==> config.mk <==
export PLATFORM = sky130hd
export DESIGN_NAME = rtca_config
export DESIGN_NICKNAME = d
export VERILOG_FILES = /design/src/verilog/rtca_pkg.sv /design/src/verilog/rtca_timer_if.sv /design/src/verilog/rtca_config.sv /design/src/verilog/rtca_interval_timer.sv
export VERILOG_INCLUDE_DIRS = /design/src /design/src/verilog
export SDC_FILE = /design/constraint.sdc
export NUM_CORES = 1
export LEC_CHECK = 0
export BUFFER_PORTS_ARGS = -buffer_cell sky130_fd_sc_hd__buf_2
export CAP_MARGIN = 20
export CORE_UTILIZATION = 50
export DETAILED_ROUTE_END_ITERATION = 16
export MAX_ROUTING_LAYER = met4
export PLACE_DENSITY_LB_ADDON = 0.2
export SYNTH_ARGS = -nofsm -noshare
export SYNTH_HDL_FRONTEND = slang
export SYNTH_SLANG_ARGS = --single-unit
==> constraint.sdc <==
create_clock -name clock -period 2.4 [get_ports clock]
set_input_delay 0.72 -clock clock [delete_from_list [all_inputs] [get_ports clock]]
set_output_delay 0.72 -clock clock [all_outputs]
set_load 0.005 [all_outputs]
==> src/verilog/rtca_params.svh <==
// Constants for the RTC interval timer and alarm flag configuration block.
// Assumes a single 200 MHz clock and synchronous tick strobes from the RTC.
`ifndef RTCA_PARAMS_SVH
`define RTCA_PARAMS_SVH

`define RTCA_CONFIG_ADDR 8'ha1
`define RTCA_CONFIG_RESET 8'h00
`define RTCA_BIT_ALARM_FLAG 6
`define RTCA_BIT_SEL_HI 5
`define RTCA_BIT_SEL_LO 4
`define RTCA_BIT_SINGLE 3
`define RTCA_BIT_INTERVAL_FLAG 2
`define RTCA_BIT_ENABLE 1
`define RTCA_ALARM_FIELDS 5
`define RTCA_COUNT_WIDTH 8

`endif

==> src/verilog/rtca_pkg.sv <==
// Types for the RTC interval timer and alarm flag configuration block.
// Assumes rtca_params.svh is included by the users of the constants.
package rtca_pkg;

    typedef enum logic [1:0] {
        RTCA_TB_128HZ = 2'b00,
        RTCA_TB_SEC = 2'b01,
        RTCA_TB_MIN = 2'b10,
        RTCA_TB_HOUR = 2'b11
    } rtca_timebase_e;

    typedef enum logic [1:0] {
        RTCA_IDLE = 2'b00,
        RTCA_RUN = 2'b01,
        RTCA_DONE = 2'b10
    } rtca_timer_state_e;

endpackage

==> src/verilog/rtca_timer_if.sv <==
// Carrier between the configuration logic and the interval timer.
// Assumes both ends sit on the same clock.
interface rtca_timer_if #(
    parameter int CW = 8
);
    logic enable;
    logic single;
    logic [1:0] sel;
    logic [CW-1:0] target;
    logic tick128;
    logic tickSec;
    logic tickMin;
    logic tickHour;
    logic elapsed;

    modport cfg (
        output enable, single, sel, target, tick128, tickSec, tickMin, tickHour,
        input elapsed
    );
    modport tmr (
        input enable, single, sel, target, tick128, tickSec, tickMin, tickHour,
        output elapsed
    );
endinterface

==> src/verilog/rtca_config.sv <==
// RTC interval and alarm configuration register with its interval timer.
// Assumes SFR strobes, tick strobes and calendar match inputs are synchronous.
// Assumes the interval count value arrives as a level from the indirect path.
`include "rtca_params.svh"

module rtca_config
    import rtca_pkg::*;
#(
    parameter int CW = `RTCA_COUNT_WIDTH,
    parameter int NF = `RTCA_ALARM_FIELDS
) (
    input wire logic clock,
    input wire logic srst,
    input wire logic [7:0] sfrAddr,
    input wire logic sfrWrEn,
    input wire logic [7:0] sfrWrData,
    input wire logic sfrRdEn,
    output logic [7:0] sfrRdData,
    input wire logic [CW-1:0] intervalCountTarget,
    input wire logic [NF-1:0] alarmFieldEnable,
    input wire logic [NF-1:0] alarmFieldMatch,
    input wire logic rtcIrqEnable,
    input wire logic tick128,
    input wire logic tickSec,
    input wire logic tickMin,
    input wire logic tickHour,
    output logic alarmMatchFlag,
    output logic intervalElapsedFlag,
    output logic rtcIrq
);

    // ****************************************
    // Constants
    // ****************************************
    localparam logic [7:0] CfgAddr = `RTCA_CONFIG_ADDR;
    localparam logic [7:0] CfgReset = `RTCA_CONFIG_RESET;
    localparam logic [NF-1:0] AllFields = {NF{1'b1}};

    // ****************************************
    // State
    // ****************************************
    typedef struct packed {
        logic enable;
        logic single;
        logic [1:0] sel;
        logic alarmFlag;
        logic intervalFlag;
        logic actEnable;
        logic actSingle;
        logic [1:0] actSel;
        logic [CW-1:0] actTarget;
        logic matchPrev;
        logic [7:0] rdData;
        logic irq;
    } rtca_cfg_s;

    rtca_cfg_s s_q;
    rtca_cfg_s s_d;
    rtca_cfg_s resetState;
    logic addrHit;
    logic cfgWrite;
    logic cfgRead;
    logic wrEnable;
    logic wrSingle;
    logic [1:0] wrSel;
    logic wrKeepAlarm;
    logic wrKeepInterval;
    logic [NF-1:0] fieldOk;
    logic anyEnabled;
    logic alarmMatch;
    logic alarmRise;
    logic intervalDone;
    logic transfer;
    logic [7:0] regValue;

    // ****************************************
    // Carrier to the interval timer
    // ****************************************
    rtca_timer_if #(.CW(CW)) timerBus ();

    // ****************************************
    // Register decode
    // ****************************************
    assign addrHit = (sfrAddr == CfgAddr);
    assign cfgWrite = sfrWrEn && addrHit;
    assign cfgRead = sfrRdEn && addrHit;
    // Bits 7 and 0 never reach the register
    assign wrEnable = sfrWrData[`RTCA_BIT_ENABLE];
    assign wrSingle = sfrWrData[`RTCA_BIT_SINGLE];
    assign wrSel = sfrWrData[`RTCA_BIT_SEL_HI:`RTCA_BIT_SEL_LO];
    // Flags clear on a written 0 only
    assign wrKeepAlarm = sfrWrData[`RTCA_BIT_ALARM_FLAG];
    assign wrKeepInterval = sfrWrData[`RTCA_BIT_INTERVAL_FLAG];

    // ****************************************
    // Alarm compare
    // ****************************************
    for (genvar f = 0; f < NF; f++) begin : g_field
        // A disabled field counts as matching
        assign fieldOk[f] = alarmFieldMatch[f] || !alarmFieldEnable[f];
    end
    // No field enabled means no alarm at all
    assign anyEnabled = |alarmFieldEnable;
    assign alarmMatch = anyEnabled && (fieldOk == AllFields);
    // Edge qualified: a held match cannot set the flag again
    assign alarmRise = alarmMatch && !s_q.matchPrev;

    // ****************************************
    // Timer events
    // ****************************************
    assign intervalDone = timerBus.elapsed;
    // Settings move to the timer only on the 128 Hz tick
    assign transfer = tick128;

    // ****************************************
    // Read back
    // ****************************************
    // Shows the written settings, not the copy in use
    always_comb begin
        regValue = 8'h00;
        regValue[`RTCA_BIT_ALARM_FLAG] = s_q.alarmFlag;
        regValue[`RTCA_BIT_SEL_HI:`RTCA_BIT_SEL_LO] = s_q.sel;
        regValue[`RTCA_BIT_SINGLE] = s_q.single;
        regValue[`RTCA_BIT_INTERVAL_FLAG] = s_q.intervalFlag;
        regValue[`RTCA_BIT_ENABLE] = s_q.enable;
    end

    // ****************************************
    // Reset value
    // ****************************************
    always_comb begin
        resetState = '0;
        resetState.enable = CfgReset[`RTCA_BIT_ENABLE];
        resetState.single = CfgReset[`RTCA_BIT_SINGLE];
        resetState.sel = CfgReset[`RTCA_BIT_SEL_HI:`RTCA_BIT_SEL_LO];
        resetState.alarmFlag = CfgReset[`RTCA_BIT_ALARM_FLAG];
        resetState.intervalFlag = CfgReset[`RTCA_BIT_INTERVAL_FLAG];
        // Timer copy starts equal to the register
        resetState.actEnable = CfgReset[`RTCA_BIT_ENABLE];
        resetState.actSingle = CfgReset[`RTCA_BIT_SINGLE];
        resetState.actSel = CfgReset[`RTCA_BIT_SEL_HI:`RTCA_BIT_SEL_LO];
    end

    // ****************************************
    // Next state
    // ****************************************
    always_comb begin
        s_d = s_q;
        s_d.matchPrev = alarmMatch;
        if (cfgWrite) begin
            s_d.enable = wrEnable;
            s_d.single = wrSingle;
            s_d.sel = wrSel;
            if (!wrKeepAlarm) begin
                s_d.alarmFlag = 1'b0;
            end
            if (!wrKeepInterval) begin
                s_d.intervalFlag = 1'b0;
            end
        end
        // Set wins over a same-cycle clear
        if (alarmRise) begin
            s_d.alarmFlag = 1'b1;
        end
        if (intervalDone) begin
            s_d.intervalFlag = 1'b1;
        end
        if (transfer) begin
            s_d.actEnable = s_d.enable;
            s_d.actSingle = s_d.single;
            s_d.actSel = s_d.sel;
            s_d.actTarget = intervalCountTarget;
        end
        s_d.rdData = cfgRead ? regValue : 8'h00;
        // Interrupt follows the flag and its enable
        s_d.irq = s_d.alarmFlag && rtcIrqEnable;
    end

    // ****************************************
    // Register
    // ****************************************
    always_ff @(posedge clock) begin
        if (srst) begin
            s_q <= resetState;
        end else begin
            s_q <= s_d;
        end
    end

    // ****************************************
    // Timer settings
    // ****************************************
    assign timerBus.enable = s_q.actEnable;
    assign timerBus.single = s_q.actSingle;
    assign timerBus.sel = s_q.actSel;
    assign timerBus.target = s_q.actTarget;

    // ****************************************
    // Timebase ticks
    // ****************************************
    assign timerBus.tick128 = tick128;
    assign timerBus.tickSec = tickSec;
    assign timerBus.tickMin = tickMin;
    assign timerBus.tickHour = tickHour;

    // ****************************************
    // Interval timer
    // ****************************************
    rtca_interval_timer #(.CW(CW)) intervalTimer (
        .clock(clock),
        .srst(srst),
        .tmr(timerBus)
    );

    // ****************************************
    // Outputs
    // ****************************************
    assign sfrRdData = s_q.rdData;
    assign alarmMatchFlag = s_q.alarmFlag;
    assign intervalElapsedFlag = s_q.intervalFlag;
    assign rtcIrq = s_q.irq;

endmodule // rtca_config

==> src/verilog/rtca_interval_timer.sv <==
// Interval timer: counts ticks of the selected timebase against a target.
// Assumes tick strobes are single-cycle pulses on the block clock.
module rtca_interval_timer
    import rtca_pkg::*;
#(
    parameter int CW = 8
) (
    input wire logic clock,
    input wire logic srst,
    rtca_timer_if.tmr tmr
);

    typedef struct packed {
        rtca_timer_state_e state;
        logic [CW-1:0] count;
        logic elapsed;
    } rtca_tmr_s;

    rtca_tmr_s s_q;
    rtca_tmr_s s_d;
    logic tick;
    logic [CW-1:0] nextCount;

    always_comb begin
        unique case (rtca_timebase_e'(tmr.sel))
            RTCA_TB_128HZ: tick = tmr.tick128;
            RTCA_TB_SEC: tick = tmr.tickSec;
            RTCA_TB_MIN: tick = tmr.tickMin;
            RTCA_TB_HOUR: tick = tmr.tickHour;
        endcase
    end

    assign nextCount = s_q.count + {{(CW-1){1'b0}}, 1'b1};

    always_comb begin
        s_d = s_q;
        s_d.elapsed = 1'b0;
        unique case (s_q.state)
            RTCA_IDLE: begin
                s_d.count = '0;
                if (tmr.enable) begin
                    s_d.state = RTCA_RUN;
                end
            end
            RTCA_RUN: begin
                if (tick) begin
                    if (nextCount == tmr.target) begin
                        s_d.elapsed = 1'b1;
                        s_d.count = '0;
                        if (tmr.single) begin
                            s_d.state = RTCA_DONE;
                        end // else next interval starts at once
                    end else begin
                        s_d.count = nextCount;
                    end
                end
            end
            RTCA_DONE: begin
                s_d.count = '0;
                if (!tmr.single) begin
                    s_d.state = RTCA_RUN;
                end
            end
            default: begin
                s_d.state = RTCA_IDLE;
            end
        endcase
        if (!tmr.enable) begin
            s_d.state = RTCA_IDLE;
            s_d.count = '0;
            s_d.elapsed = 1'b0;
        end
    end

    always_ff @(posedge clock) begin
        if (srst) begin
            s_q <= '{state: RTCA_IDLE, count: '0, elapsed: 1'b0};
        end else begin
            s_q <= s_d;
        end
    end

    assign tmr.elapsed = s_q.elapsed;

endmodule // rtca_interval_timer

==> results.py, run 1 <==
metrics = {
    "floorplan": {
        "die_width_um": 62.7,
        "initial_core_util": 0.535,
        "io_pins": 54,
        "fp.coreArea_mm2": 0.00344,
        "die_y_um": 62.7,
        "dieArea_mm2": 0.00393,
        "rows": 21,
    },
    "sta": {
        "finClkSkew_ps": 10.6,
        "period_share": 0.933,
        "drv_slew": 0,
        "rsz0062_at_grt": "false",
        "timing.final.hold_violations": 0,
        "tns_ps": 0,
        "worst_pin_slew_ps": 689,
        "fmaxAchievable_ghz": 0.447,
        "slew_headroom": 0.540,
        "whs_ps": 434,
        "period_minus_slack_ps": 2240,
        "setup_violations": 0,
    },
    "logic_synthesis": {
        "syn_area_per_cell_um2": 9.45,
        "yosysSeqAreaShare": 0.402,
        "yosys_warnings": 0,
        "synth_edf_count": 0,
        "async_reset_ff_frac": 0,
        "synth_ff_type": "dfxtp_1",
        "syn_area_mm2": 0.00184,
        "postSynthCellCount": 195,
        "ys_types": 51,
        "ys_ff_latch": 37,
    },
    "route": {
        "ant_nets": 0,
        "drtPass1Iterations": 4,
        "routed_via_density": 5.20,
        "drt_iter0_markers": 81,
        "drt-total-wl_um": 3490,
        "vias": 1504,
        "wire_per_inst_um": 12.1,
        "drc_errors": 0,
    },
    "finish": {
        "seq_area_um2": 741,
        "final_nets": 286,
        "multiInputGateArea_um2": 982,
        "area_delta_synth_final_pct": 18.5,
        "nFillCells": 321,
        "drive_above_1_share": 0.321,
        "diodes": 0,
    },
    "global_route": {
        "antenna_found_initial": 0,
        "grt_pass1_wl_um": 6180,
        "grt_pass1_vias": 1387,
        "grt_max_degree": 20,
        "grt_usage": 0.205,
        "grt-ovfl-total": 0,
    },
    "power_and_ir_drop": {
        "p_leak_nw": 0.950,
        "ir_worst_vdd_uv": 422,
        "pwr_density_cell_mw_per_mm2": 547,
    },
    "clocking": {
        "h-tree-depth": 2,
        "tritoncts": "yes",
        "holdBufCountCts": 0,
        "numCtsBuffers": 5,
        "clk-insertion-delay-late_ps": 290,
        "cts.repair.resized": 0,
        "clock-sinks": 37,
        "clock-root-buffer": "clkbuf_8",
        "clockBufferDepth": 2,
        "clk_pin_slew_ps": 80,
        "cts_setup_buffers": 0,
    },
    "setup_path": {
        "cp-start-kind": "register",
        "r2r_end": "intervalTimer.s_q[2]$_SDFFE_PP0P_",
        "end_kind": "register",
        "cpPeakStageDelay_ps": 420,
        "worstPathArrival_ps": 2420,
        "cp.depth": 6,
        "r2r-start": "intervalTimer.s_q[2]$_SDFFE_PP0P_",
        "critPathBufInv": 0,
        "rrSetupSlack_ps": 160,
        "path_cells": "ha_1, nand3_4, or3_4, a2111oi_4, nand3_1, a41o_1",
        "crit_path_max_fanout": 6,
        "worstSetupPathType": "register to register",
        "worst_path_max_delay_cell": "or3_4",
        "worst_ep_required_time_ps": 2580,
        "reg2regPathDepth": 6,
        "critPathTopFamily": "simple AND/OR/NAND/NOR gates",
    },
    "min_path": {
        "hp-start": "intervalTimer.tmr.elapsed$_SDFF_PP0_",
        "hold_path_depth": 2,
        "worst_hold_path_type": "register to register",
        "min_to": "intervalElapsedFlag$_SDFFE_PP0P_",
    },
    "run": {
        "maxCapViolCount": 0,
    },
    "place": {
        "port_buffers": 49,
        "dp_hpwl_um": 2720,
        "gp_congestion": 0.829,
    },
    "outcome": {
        "outcome": "finished, final reports clean",
    },
}
-- tightest hold or removal path, cell delays in order (launching register included) --
cell and delay, ps:
dfxtp_1 300, inv_1 40, a21oi_1 50
-- area by class of cell --
cell class,instances,share of cell area
Inverter,5,0.00859
Tap cell,46,0.0263
Sequential cell,37,0.339
Clock inverter,2,0.00687
Timing Repair Buffer,56,0.136
Clock buffer,6,0.0332
Multi-Input combinational cell,137,0.450
-- through the flow --
stage / cell area, um^2 / utilization / instances / power, mW / setup WS, ps
floorplan: 1850 / - / 196 / 0.731 / 126
detailed placement: 2100 / 0.609 / 281 / 0.781 / 11.4
global route: 2180 / 0.635 / 289 / 1.26 / 50.9
CTS: 2180 / 0.635 / 289 / 1.21 / 157
global placement: 2100 / 0.609 / 281 / 0.778 / 52.5
finish: 2180 / 0.635 / 289 / 1.20 / 162
-- state kept, by name, summed over array words and instances (netlist names), 2 cells and up --
name and cells:
sfrRdData 6, regValue 4, intervalTimer.s_q 10, timerBus.sel 2
timerBus.target 8
-- worst max path at each step --
stage,startpoint,end,slack (ps)
floorplan,tick128,intervalTimer.s_q[5]$_SDFFE_PP0P_,130
global placement,tick128,intervalTimer.s_q[5]$_SDFFE_PP0P_,50
detailed placement,tick128,intervalTimer.s_q[5]$_SDFFE_PP0P_,10
CTS,intervalTimer.s_q[2]$_SDFFE_PP0P_,intervalTimer.s_q[2]$_SDFFE_PP0P_,160
global route,intervalTimer.s_q[2]$_SDFFE_PP0P_,intervalTimer.s_q[2]$_SDFFE_PP0P_,50
finish,intervalTimer.s_q[2]$_SDFFE_PP0P_,intervalTimer.s_q[2]$_SDFFE_PP0P_,160
-- cell families (layout without fill, tap and decap cells) --
| kind of cell | after synthesis | after routing | synth area share |
|---|---|---|---|
| AO/OA/AOI/OAI | 31 | 31 | 0.134 |
| multiplexers | 13 | 13 | 0.0774 |
| XOR/XNOR | 8 | 8 | 0.0380 |
| buffers and inverters | 22 | 69 | 0.0672 |
| AND/OR/NAND/NOR | 82 | 82 | 0.273 |
| other | 1 | 2 | 0.00203 |
| flip-flops | 37 | 37 | 0.402 |
| adder cells (fa/ha/maj) | 1 | 1 | 0.00679 |
-- layer usage --
metal / GRT usage / share of wire / vias up
met3: 0.0547 / 0.038 / 4
li1: - / - / 773
met2: 0.296 / 0.46 / 43
met4: 0.0610 / 0.010 / 0
met5: - / 0 / -
met1: 0.280 / 0.49 / 684
-- synth_stat cells, types with 3 or more instances --
| cell type | number | area share |
|---|---|---|
| mux2i_1 | 12 | 0.065 |
| nand2_1 | 5 | 0.010 |
| a211oi_1 | 4 | 0.016 |
| nor4_2 | 3 | 0.020 |
| and2_1 | 9 | 0.031 |
| clkbuf_1 | 3 | 0.0061 |
| dfxtp_1 | 37 | 0.40 |
| o21ai_0 | 12 | 0.033 |
| buf_4 | 8 | 0.033 |
| xnor2_1 | 6 | 0.029 |
| inv_1 | 5 | 0.010 |
| nor2_1 | 25 | 0.051 |
| and3_1 | 3 | 0.010 |
| nor2b_1 | 6 | 0.020 |
| buf_2 | 3 | 0.0081 |
| nand3_1 | 8 | 0.022 |
| nand2b_1 | 4 | 0.014 |
| nor3b_1 | 3 | 0.012 |
-- layout by cell type (no fill, tap or decap), drive strengths merged, types with 2 or more instances in the layout --
cell type / instances
nor2b: 6
and4: 2
o21ai: 13
mux2i: 12
o2111ai: 2
inv: 5
nor3: 3
nand4: 2
clkbuf: 6
nor3b: 3
and3: 3
xnor2: 6
nand2b: 4
dfxtp: 37
clkinvlp: 2
conb: 2
nor2: 25
xor2: 2
nand3: 9
nand2: 6
o2bb2ai: 2
buf: 56
a211oi: 4
nor4: 3
a2111oi: 3
and2: 9
-- power breakdown --
part | switching [mW] | internal [mW]
Clock | 0.225 | 0.205
Combinational | 0.0588 | 0.0661
Sequential | 0.0118 | 0.629
No activity file was read; power rests on OpenSTA's default activity.
==> run 2: changes to the inputs <==
--- a/config.mk
+++ b/config.mk
@@ -8,7 +8,9 @@
 export LEC_CHECK = 0
 export BUFFER_PORTS_ARGS = -buffer_cell sky130_fd_sc_hd__buf_2
 export CAP_MARGIN = 20
-export CORE_UTILIZATION = 50
+export CELL_PAD_IN_SITES_DETAIL_PLACEMENT = 0
+export CELL_PAD_IN_SITES_GLOBAL_PLACEMENT = 2
+export CORE_UTILIZATION = 30
 export DETAILED_ROUTE_END_ITERATION = 16
 export MAX_ROUTING_LAYER = met4
 export PLACE_DENSITY_LB_ADDON = 0.2
==> results.py, run 2 (synthesized netlist as in run 1, its figures left out) <==
metrics = {
    "sta": {
        "tns_ps": 0,
        "period_minus_slack_ps": 2180,
        "worst_slack_ps": 219,
        "rsz0062_at_grt": "false",
        "slew_headroom": 0.620,
        "finClkSkew_ps": 4.32,
        "whs_ps": 444,
        "drv_slew": 0,
        "setup_violations": 0,
        "period_share": 0.909,
        "worst_pin_slew_ps": 569,
        "timing.final.hold_violations": 0,
        "fmaxAchievable_ghz": 0.459,
    },
    "power_and_ir_drop": {
        "seqPwrFrac": 0.528,
        "power.total_mw": 1.21,
        "netSwitchingFraction": 0.240,
        "comb_power_share": 0.105,
        "clock_power_share": 0.367,
        "p_int_uw": 924,
        "p_leak_nw": 0.953,
        "netSwitchingPower_uw": 291,
        "pwr_density_cell_mw_per_mm2": 547,
        "ir_worst_vdd_uv": 215,
    },
    "place": {
        "dp_hpwl_um": 3050,
        "gp_congestion": 0.709,
        "pre_cts_slack_ps": 12.2,
        "port_buffers": 49,
    },
    "setup_path": {
        "cpPeakStageDelay_ps": 410,
        "critPathTopFamily": "simple AND/OR/NAND/NOR gates",
        "cp.depth": 6,
        "end_kind": "register",
        "worst_path_max_delay_cell": "or3_4",
        "path_cells": "ha_2, nand3_4, or3_4, a2111oi_4, nand3_1, o211a_1",
        "worstPathArrival_ps": 2370,
        "cp-start-kind": "register",
        "crit_path_max_fanout": 6,
        "critPathBufInv": 0,
        "worstSetupPathType": "register to register",
        "reg2regPathDepth": 6,
        "worst_ep_required_time_ps": 2580,
    },
    "route": {
        "ant_nets": 0,
        "drtPass1Iterations": 4,
        "drt_iter0_markers": 68,
        "drc_errors": 0,
        "wire_per_inst_um": 12.7,
        "vias": 1499,
        "routed_via_density": 4.73,
        "drt-total-wl_um": 4040,
    },
    "global_route": {
        "grt_pass1_vias": 1433,
        "grt-ovfl-total": 0,
        "grt_usage": 0.144,
        "grt_max_degree": 20,
        "grt_pass1_wl_um": 6790,
        "antenna_found_initial": 0,
    },
    "finish": {
        "diodes": 0,
        "largest_register": "intervalTimer.s_q",
        "seq_area_um2": 741,
        "area_delta_synth_final_pct": 20.6,
        "drive_above_1_share": 0.322,
        "final_nets": 286,
        "largest_reg_flops": 10,
        "final_cell_mix": "49 x buf_2, 37 x dfxtp_1, 25 x nor2_1",
        "multiInputGateArea_um2": 985,
        "nFillCells": 632,
        "final_common_cell": "buf_2",
    },
    "clocking": {
        "clockBufferDepth": 2,
        "tritoncts": "yes",
        "clk-insertion-delay-late_ps": 290,
        "clock-root-buffer": "clkbuf_8",
        "h-tree-depth": 2,
        "clock-sinks": 37,
        "holdBufCountCts": 0,
        "clk_pin_slew_ps": 70,
        "numCtsBuffers": 5,
    },
    "floorplan": {
        "rows": 28,
        "die_width_um": 80.4,
        "fp.coreArea_mm2": 0.00592,
        "die_y_um": 80.4,
        "initial_core_util": 0.311,
        "dieArea_mm2": 0.00646,
        "io_pins": 54,
    },
    "outcome": {
        "outcome": "finished, final reports clean",
    },
    "min_path": {
        "hold_path_depth": 2,
        "worst_hold_path_type": "register to register",
    },
    "run": {
        "maxCapViolCount": 0,
    },
}
[run 2: cell count changes in the layout (fill, tap and decap cells not counted)]
cell and change:
ha_1 -1, clkinvlp_4 -2, ha_2 +1, clkbuf_8 +1
[run 2: per-stage QoR]
stage                     cell area, um^2  instances   util
final                                2220        317  0.375
after global routing                 2220        317  0.375
after CTS                            2220        317  0.375
after detailed placement             2130        310  0.360
after global placement               2130        310  0.360
after floorplan                      1850        196      -
[run 2: layout make-up]
| type | instances | area share |
|---|---|---|
| tap | 75 | 0.0422 |
| timing repair buffer | 56 | 0.134 |
| sequential | 37 | 0.333 |
| inverter | 5 | 0.00845 |
| clock buffer | 7 | 0.0389 |
| multi-input combinational | 137 | 0.443 |
[run 2: per-layer routing]
layer / GRT usage / wire length (um) / part of all wire / vias to the layer above
met2: 0.216 / 1770 / 0.44 / 34
met3: 0.0307 / 159 / 0.039 / 8
met1: 0.181 / 2020 / 0.50 / 683
met4: 0.0750 / 89 / 0.022 / 0
met5: - / 0 / 0 / -
li1: - / - / - / 774
[run 2: final timing paths]
| path | end | slack, ps | startpoint |
|---|---|---|---|
| max | intervalTimer.s_q[9]$_SDFFE_PP0P_ | 220 | intervalTimer.s_q[2]$_SDFFE_PP0P_ |
| min | intervalElapsedFlag$_SDFFE_PP0P_ | 440 | intervalTimer.tmr.elapsed$_SDFF_PP0_ |
| max reg2reg | intervalTimer.s_q[9]$_SDFFE_PP0P_ | 220 | intervalTimer.s_q[2]$_SDFFE_PP0P_ |
| min reg2reg | intervalElapsedFlag$_SDFFE_PP0P_ | 440 | intervalTimer.tmr.elapsed$_SDFF_PP0_ |
[run 2: repair_timing]
item | CTS | global route
endpoints found under the setup margin | 0 | 2
resized for setup | 0 | 1
setup buffers | 0 | 0
[run 2: worst reg2reg max path: cells and delay by family (launching register included)]
family / cells / cell delay [ps]
DFF: 1 / 400
AOI/OAI and AO/OA: 2 / 670
and+or+nand+nor: 3 / 720
adders and majority gates: 1 / 300
[run 2: power groups by stage]
stage | clock network [mW] | registers, mW | logic (mW)
after floorplan | 0 | 0.653 | 0.0786
after global placement | 0 | 0.655 | 0.128
after detailed placement | 0 | 0.656 | 0.128
after CTS | 0.467 | 0.641 | 0.129
after global routing | 0.486 | 0.643 | 0.142
final | 0.446 | 0.641 | 0.128
==> run 3: changes to the inputs <==
--- a/config.mk
+++ b/config.mk
@@ -6,14 +6,16 @@
 export SDC_FILE = /design/constraint.sdc
 export NUM_CORES = 1
 export LEC_CHECK = 0
+export ABC_AREA = 1
 export BUFFER_PORTS_ARGS = -buffer_cell sky130_fd_sc_hd__buf_2
 export CAP_MARGIN = 20
 export CELL_PAD_IN_SITES_DETAIL_PLACEMENT = 0
 export CELL_PAD_IN_SITES_GLOBAL_PLACEMENT = 2
-export CORE_UTILIZATION = 30
+export CORE_UTILIZATION = 27
 export DETAILED_ROUTE_END_ITERATION = 16
 export MAX_ROUTING_LAYER = met4
 export PLACE_DENSITY_LB_ADDON = 0.2
+export RECOVER_POWER = 25
 export SYNTH_ARGS = -nofsm -noshare
 export SYNTH_HDL_FRONTEND = slang
 export SYNTH_SLANG_ARGS = --single-unit
==> results.py, run 3 <==
metrics = {
    "finish": {
        "area_delta_synth_final_pct": 20.7,
        "largest_register": "intervalTimer.s_q",
        "diodes": 0,
        "drive_above_1_share": 0.220,
        "final_cell_area_mm2": 0.00231,
        "final_common_cell": "nand2_1",
        "final_core_util": 0.338,
        "final_nets": 370,
        "fin_cells": 423,
        "final_cell_mix": "57 x nand2_1, 48 x buf_2, 42 x inv_1",
        "largest_reg_flops": 10,
        "nFillCells": 822,
    },
    "setup_path": {
        "cp-start-kind": "register",
        "end_kind": "register",
        "path_cells": "ha_1, nand3_1, nand2_1, nand3_1, nand2_1, nand2_1, nor2_1, nand3_2, nand2_2, nand3_1, nand2_1, nor2_1",
        "worst_path_max_delay_cell": "dfxtp_1",
        "worstPathArrival_ps": 2120,
        "reg2regPathDepth": 12,
        "crit_top_cell": "nand2_1",
        "r2r-start": "intervalTimer.s_q[2]$_SDFFE_PP0P_",
        "crit_start": "intervalTimer.s_q[2]$_SDFFE_PP0P_",
        "cpPeakStageDelay_ps": 420,
        "crit_path_max_fanout": 5,
        "r2r_end": "intervalTimer.s_q[10]$_SDFFE_PP0P_",
        "worstSetupPathType": "register to register",
        "worst_ep_required_time_ps": 2590,
        "rrSetupSlack_ps": 470,
        "crit_path_end": "intervalTimer.s_q[10]$_SDFFE_PP0P_",
    },
    "place": {
        "dp_hpwl_um": 3650,
        "gp_congestion": 0.756,
        "port_buffers": 49,
        "place_area_mm2": 0.00223,
        "dp_cells": 415,
        "pre_cts_slack_ps": 207,
    },
    "min_path": {
        "worst_hold_path_type": "register to register",
    },
    "sta": {
        "whs_ps": 437,
        "period_minus_slack_ps": 1930,
        "setup_violations": 0,
        "fmaxAchievable_ghz": 0.519,
        "tns_ps": 0,
        "drv_slew": 0,
        "slew_headroom": 0.496,
        "timing.final.hold_violations": 0,
        "worst_pin_slew_ps": 756,
        "finClkSkew_ps": 4.52,
        "rsz0062_at_grt": "false",
        "worst_slack_ps": 474,
        "period_share": 0.802,
    },
    "clocking": {
        "tritoncts": "yes",
        "holdBufCountCts": 0,
        "h-tree-depth": 2,
        "clock-sinks": 37,
        "clock-root-buffer": "clkbuf_8",
        "clk-insertion-delay-late_ps": 290,
        "clockBufferDepth": 2,
        "clk_pin_slew_ps": 80,
        "cts.repair.resized": 0,
        "cts_setup_buffers": 0,
        "numCtsBuffers": 5,
    },
    "global_route": {
        "grt_usage": 0.140,
        "grt-ovfl-total": 0,
        "grt_max_degree": 15,
        "antenna_found_initial": 0,
        "grt_pass1_wl_um": 7820,
        "grt_pass1_vias": 1719,
    },
    "power_and_ir_drop": {
        "ir_worst_vdd_uv": 171,
        "p_leak_nw": 1.09,
        "pwr_density_cell_mw_per_mm2": 525,
        "power.total_mw": 1.21,
    },
    "logic_synthesis": {
        "yosys_warnings": 0,
        "synth_top_cells_by_count": "57 x nand2_1, 42 x inv_1, 37 x dfxtp_1",
        "synth.area.top_cells": "dfxtp_1 39%, nand2_1 11%, inv_1 8.2%, nand3_1 6.0%, nor2_1 5.9%",
        "yosysMostFrequentCell": "nand2_1",
        "yosysSeqAreaShare": 0.387,
        "synth_top_area_cell": "dfxtp_1",
        "syn_area_mm2": 0.00191,
        "synth_ff_type": "dfxtp_1",
        "synth_edf_count": 0,
        "syn_area_per_cell_um2": 6.91,
        "ys_ff_latch": 37,
        "synth_top_area_frac": 0.387,
        "async_reset_ff_frac": 0,
        "ys_types": 34,
        "postSynthCellCount": 277,
    },
    "route": {
        "routed_via_density": 4.31,
        "drtPass1Iterations": 4,
        "wire_per_inst_um": 11.2,
        "ant_nets": 0,
        "drt_iter0_markers": 44,
        "vias": 1823,
        "drt-total-wl_um": 4730,
        "drc_errors": 0,
    },
    "floorplan": {
        "die_y_um": 86.2,
        "io_pins": 54,
        "dieArea_mm2": 0.00743,
        "rows": 30,
        "fp.coreArea_mm2": 0.00683,
        "initial_core_util": 0.280,
        "die_width_um": 86.2,
    },
    "run": {
        "maxCapViolCount": 0,
    },
    "outcome": {
        "outcome": "finished, final reports clean",
    },
}
[run 3: cell type report]
class / instances / area (um^2) / area share
Multi-Input combinational cell: 185 / 927 / 0.401
Sequential cell: 37 / 741 / 0.321
Timing Repair Buffer: 53 / 270 / 0.117
Inverter: 44 / 165 / 0.0715
Tap cell: 96 / 120 / 0.0520
Clock buffer: 6 / 72.6 / 0.0314
Clock inverter: 2 / 15.0 / 0.00650
[run 3: worst max-delay path, delay by kind of cell (launching register included)]
family	cells	cell delay, ps
AND/OR/NAND/NOR	11	1080
flip-flops	1	420
adder cells (fa/ha/maj)	1	330
[run 3: how the worst min path moves through the flow]
stage | end | cells past startpoint | slack (ps) | startpoint
after floorplan | intervalElapsedFlag$_SDFFE_PP0P_ | 2 | 410 | intervalTimer.tmr.elapsed$_SDFF_PP0_
after global placement | intervalElapsedFlag$_SDFFE_PP0P_ | 2 | 430 | intervalTimer.tmr.elapsed$_SDFF_PP0_
after detailed placement | sfrRdData[1]$_SDFF_PP0_ | 2 | 430 | regValue[1]$_SDFF_PP0_
after CTS | intervalElapsedFlag$_SDFFE_PP0P_ | 2 | 440 | intervalTimer.tmr.elapsed$_SDFF_PP0_
after global routing | intervalElapsedFlag$_SDFFE_PP0P_ | 2 | 460 | intervalTimer.tmr.elapsed$_SDFF_PP0_
final | intervalElapsedFlag$_SDFFE_PP0P_ | 2 | 440 | intervalTimer.tmr.elapsed$_SDFF_PP0_
[run 3: kinds of logic after synthesis]
| logic type | count (synthesis) | share of synthesized area |
|---|---|---|
| fa+ha+maj | 1 | 0.00653 |
| xor+xnor | 2 | 0.00915 |
| other cells | 1 | 0.00196 |
| simple gates | 132 | 0.324 |
| buf+inv | 56 | 0.127 |
| flops | 37 | 0.387 |
| compound gates | 48 | 0.144 |
[run 3: where the power goes]
part | internal (mW) | total [mW] | switching [mW] | leakage [nW]
combinational | 0.0546 | 0.123 | 0.0683 | 0.749
sequential | 0.631 | 0.641 | 0.0103 | 0.301
clock | 0.205 | 0.449 | 0.244 | 0.0374
total | 0.890 | 1.21 | 0.322 | 1.09
[run 3: metal layers]
metal	vias to the layer above	track usage	wire [um]
met5	-	-	0
li1	982	-	-
met1	807	0.184	2440
met3	4	0.0324	173
met2	30	0.214	2080
met4	0	0.0409	32
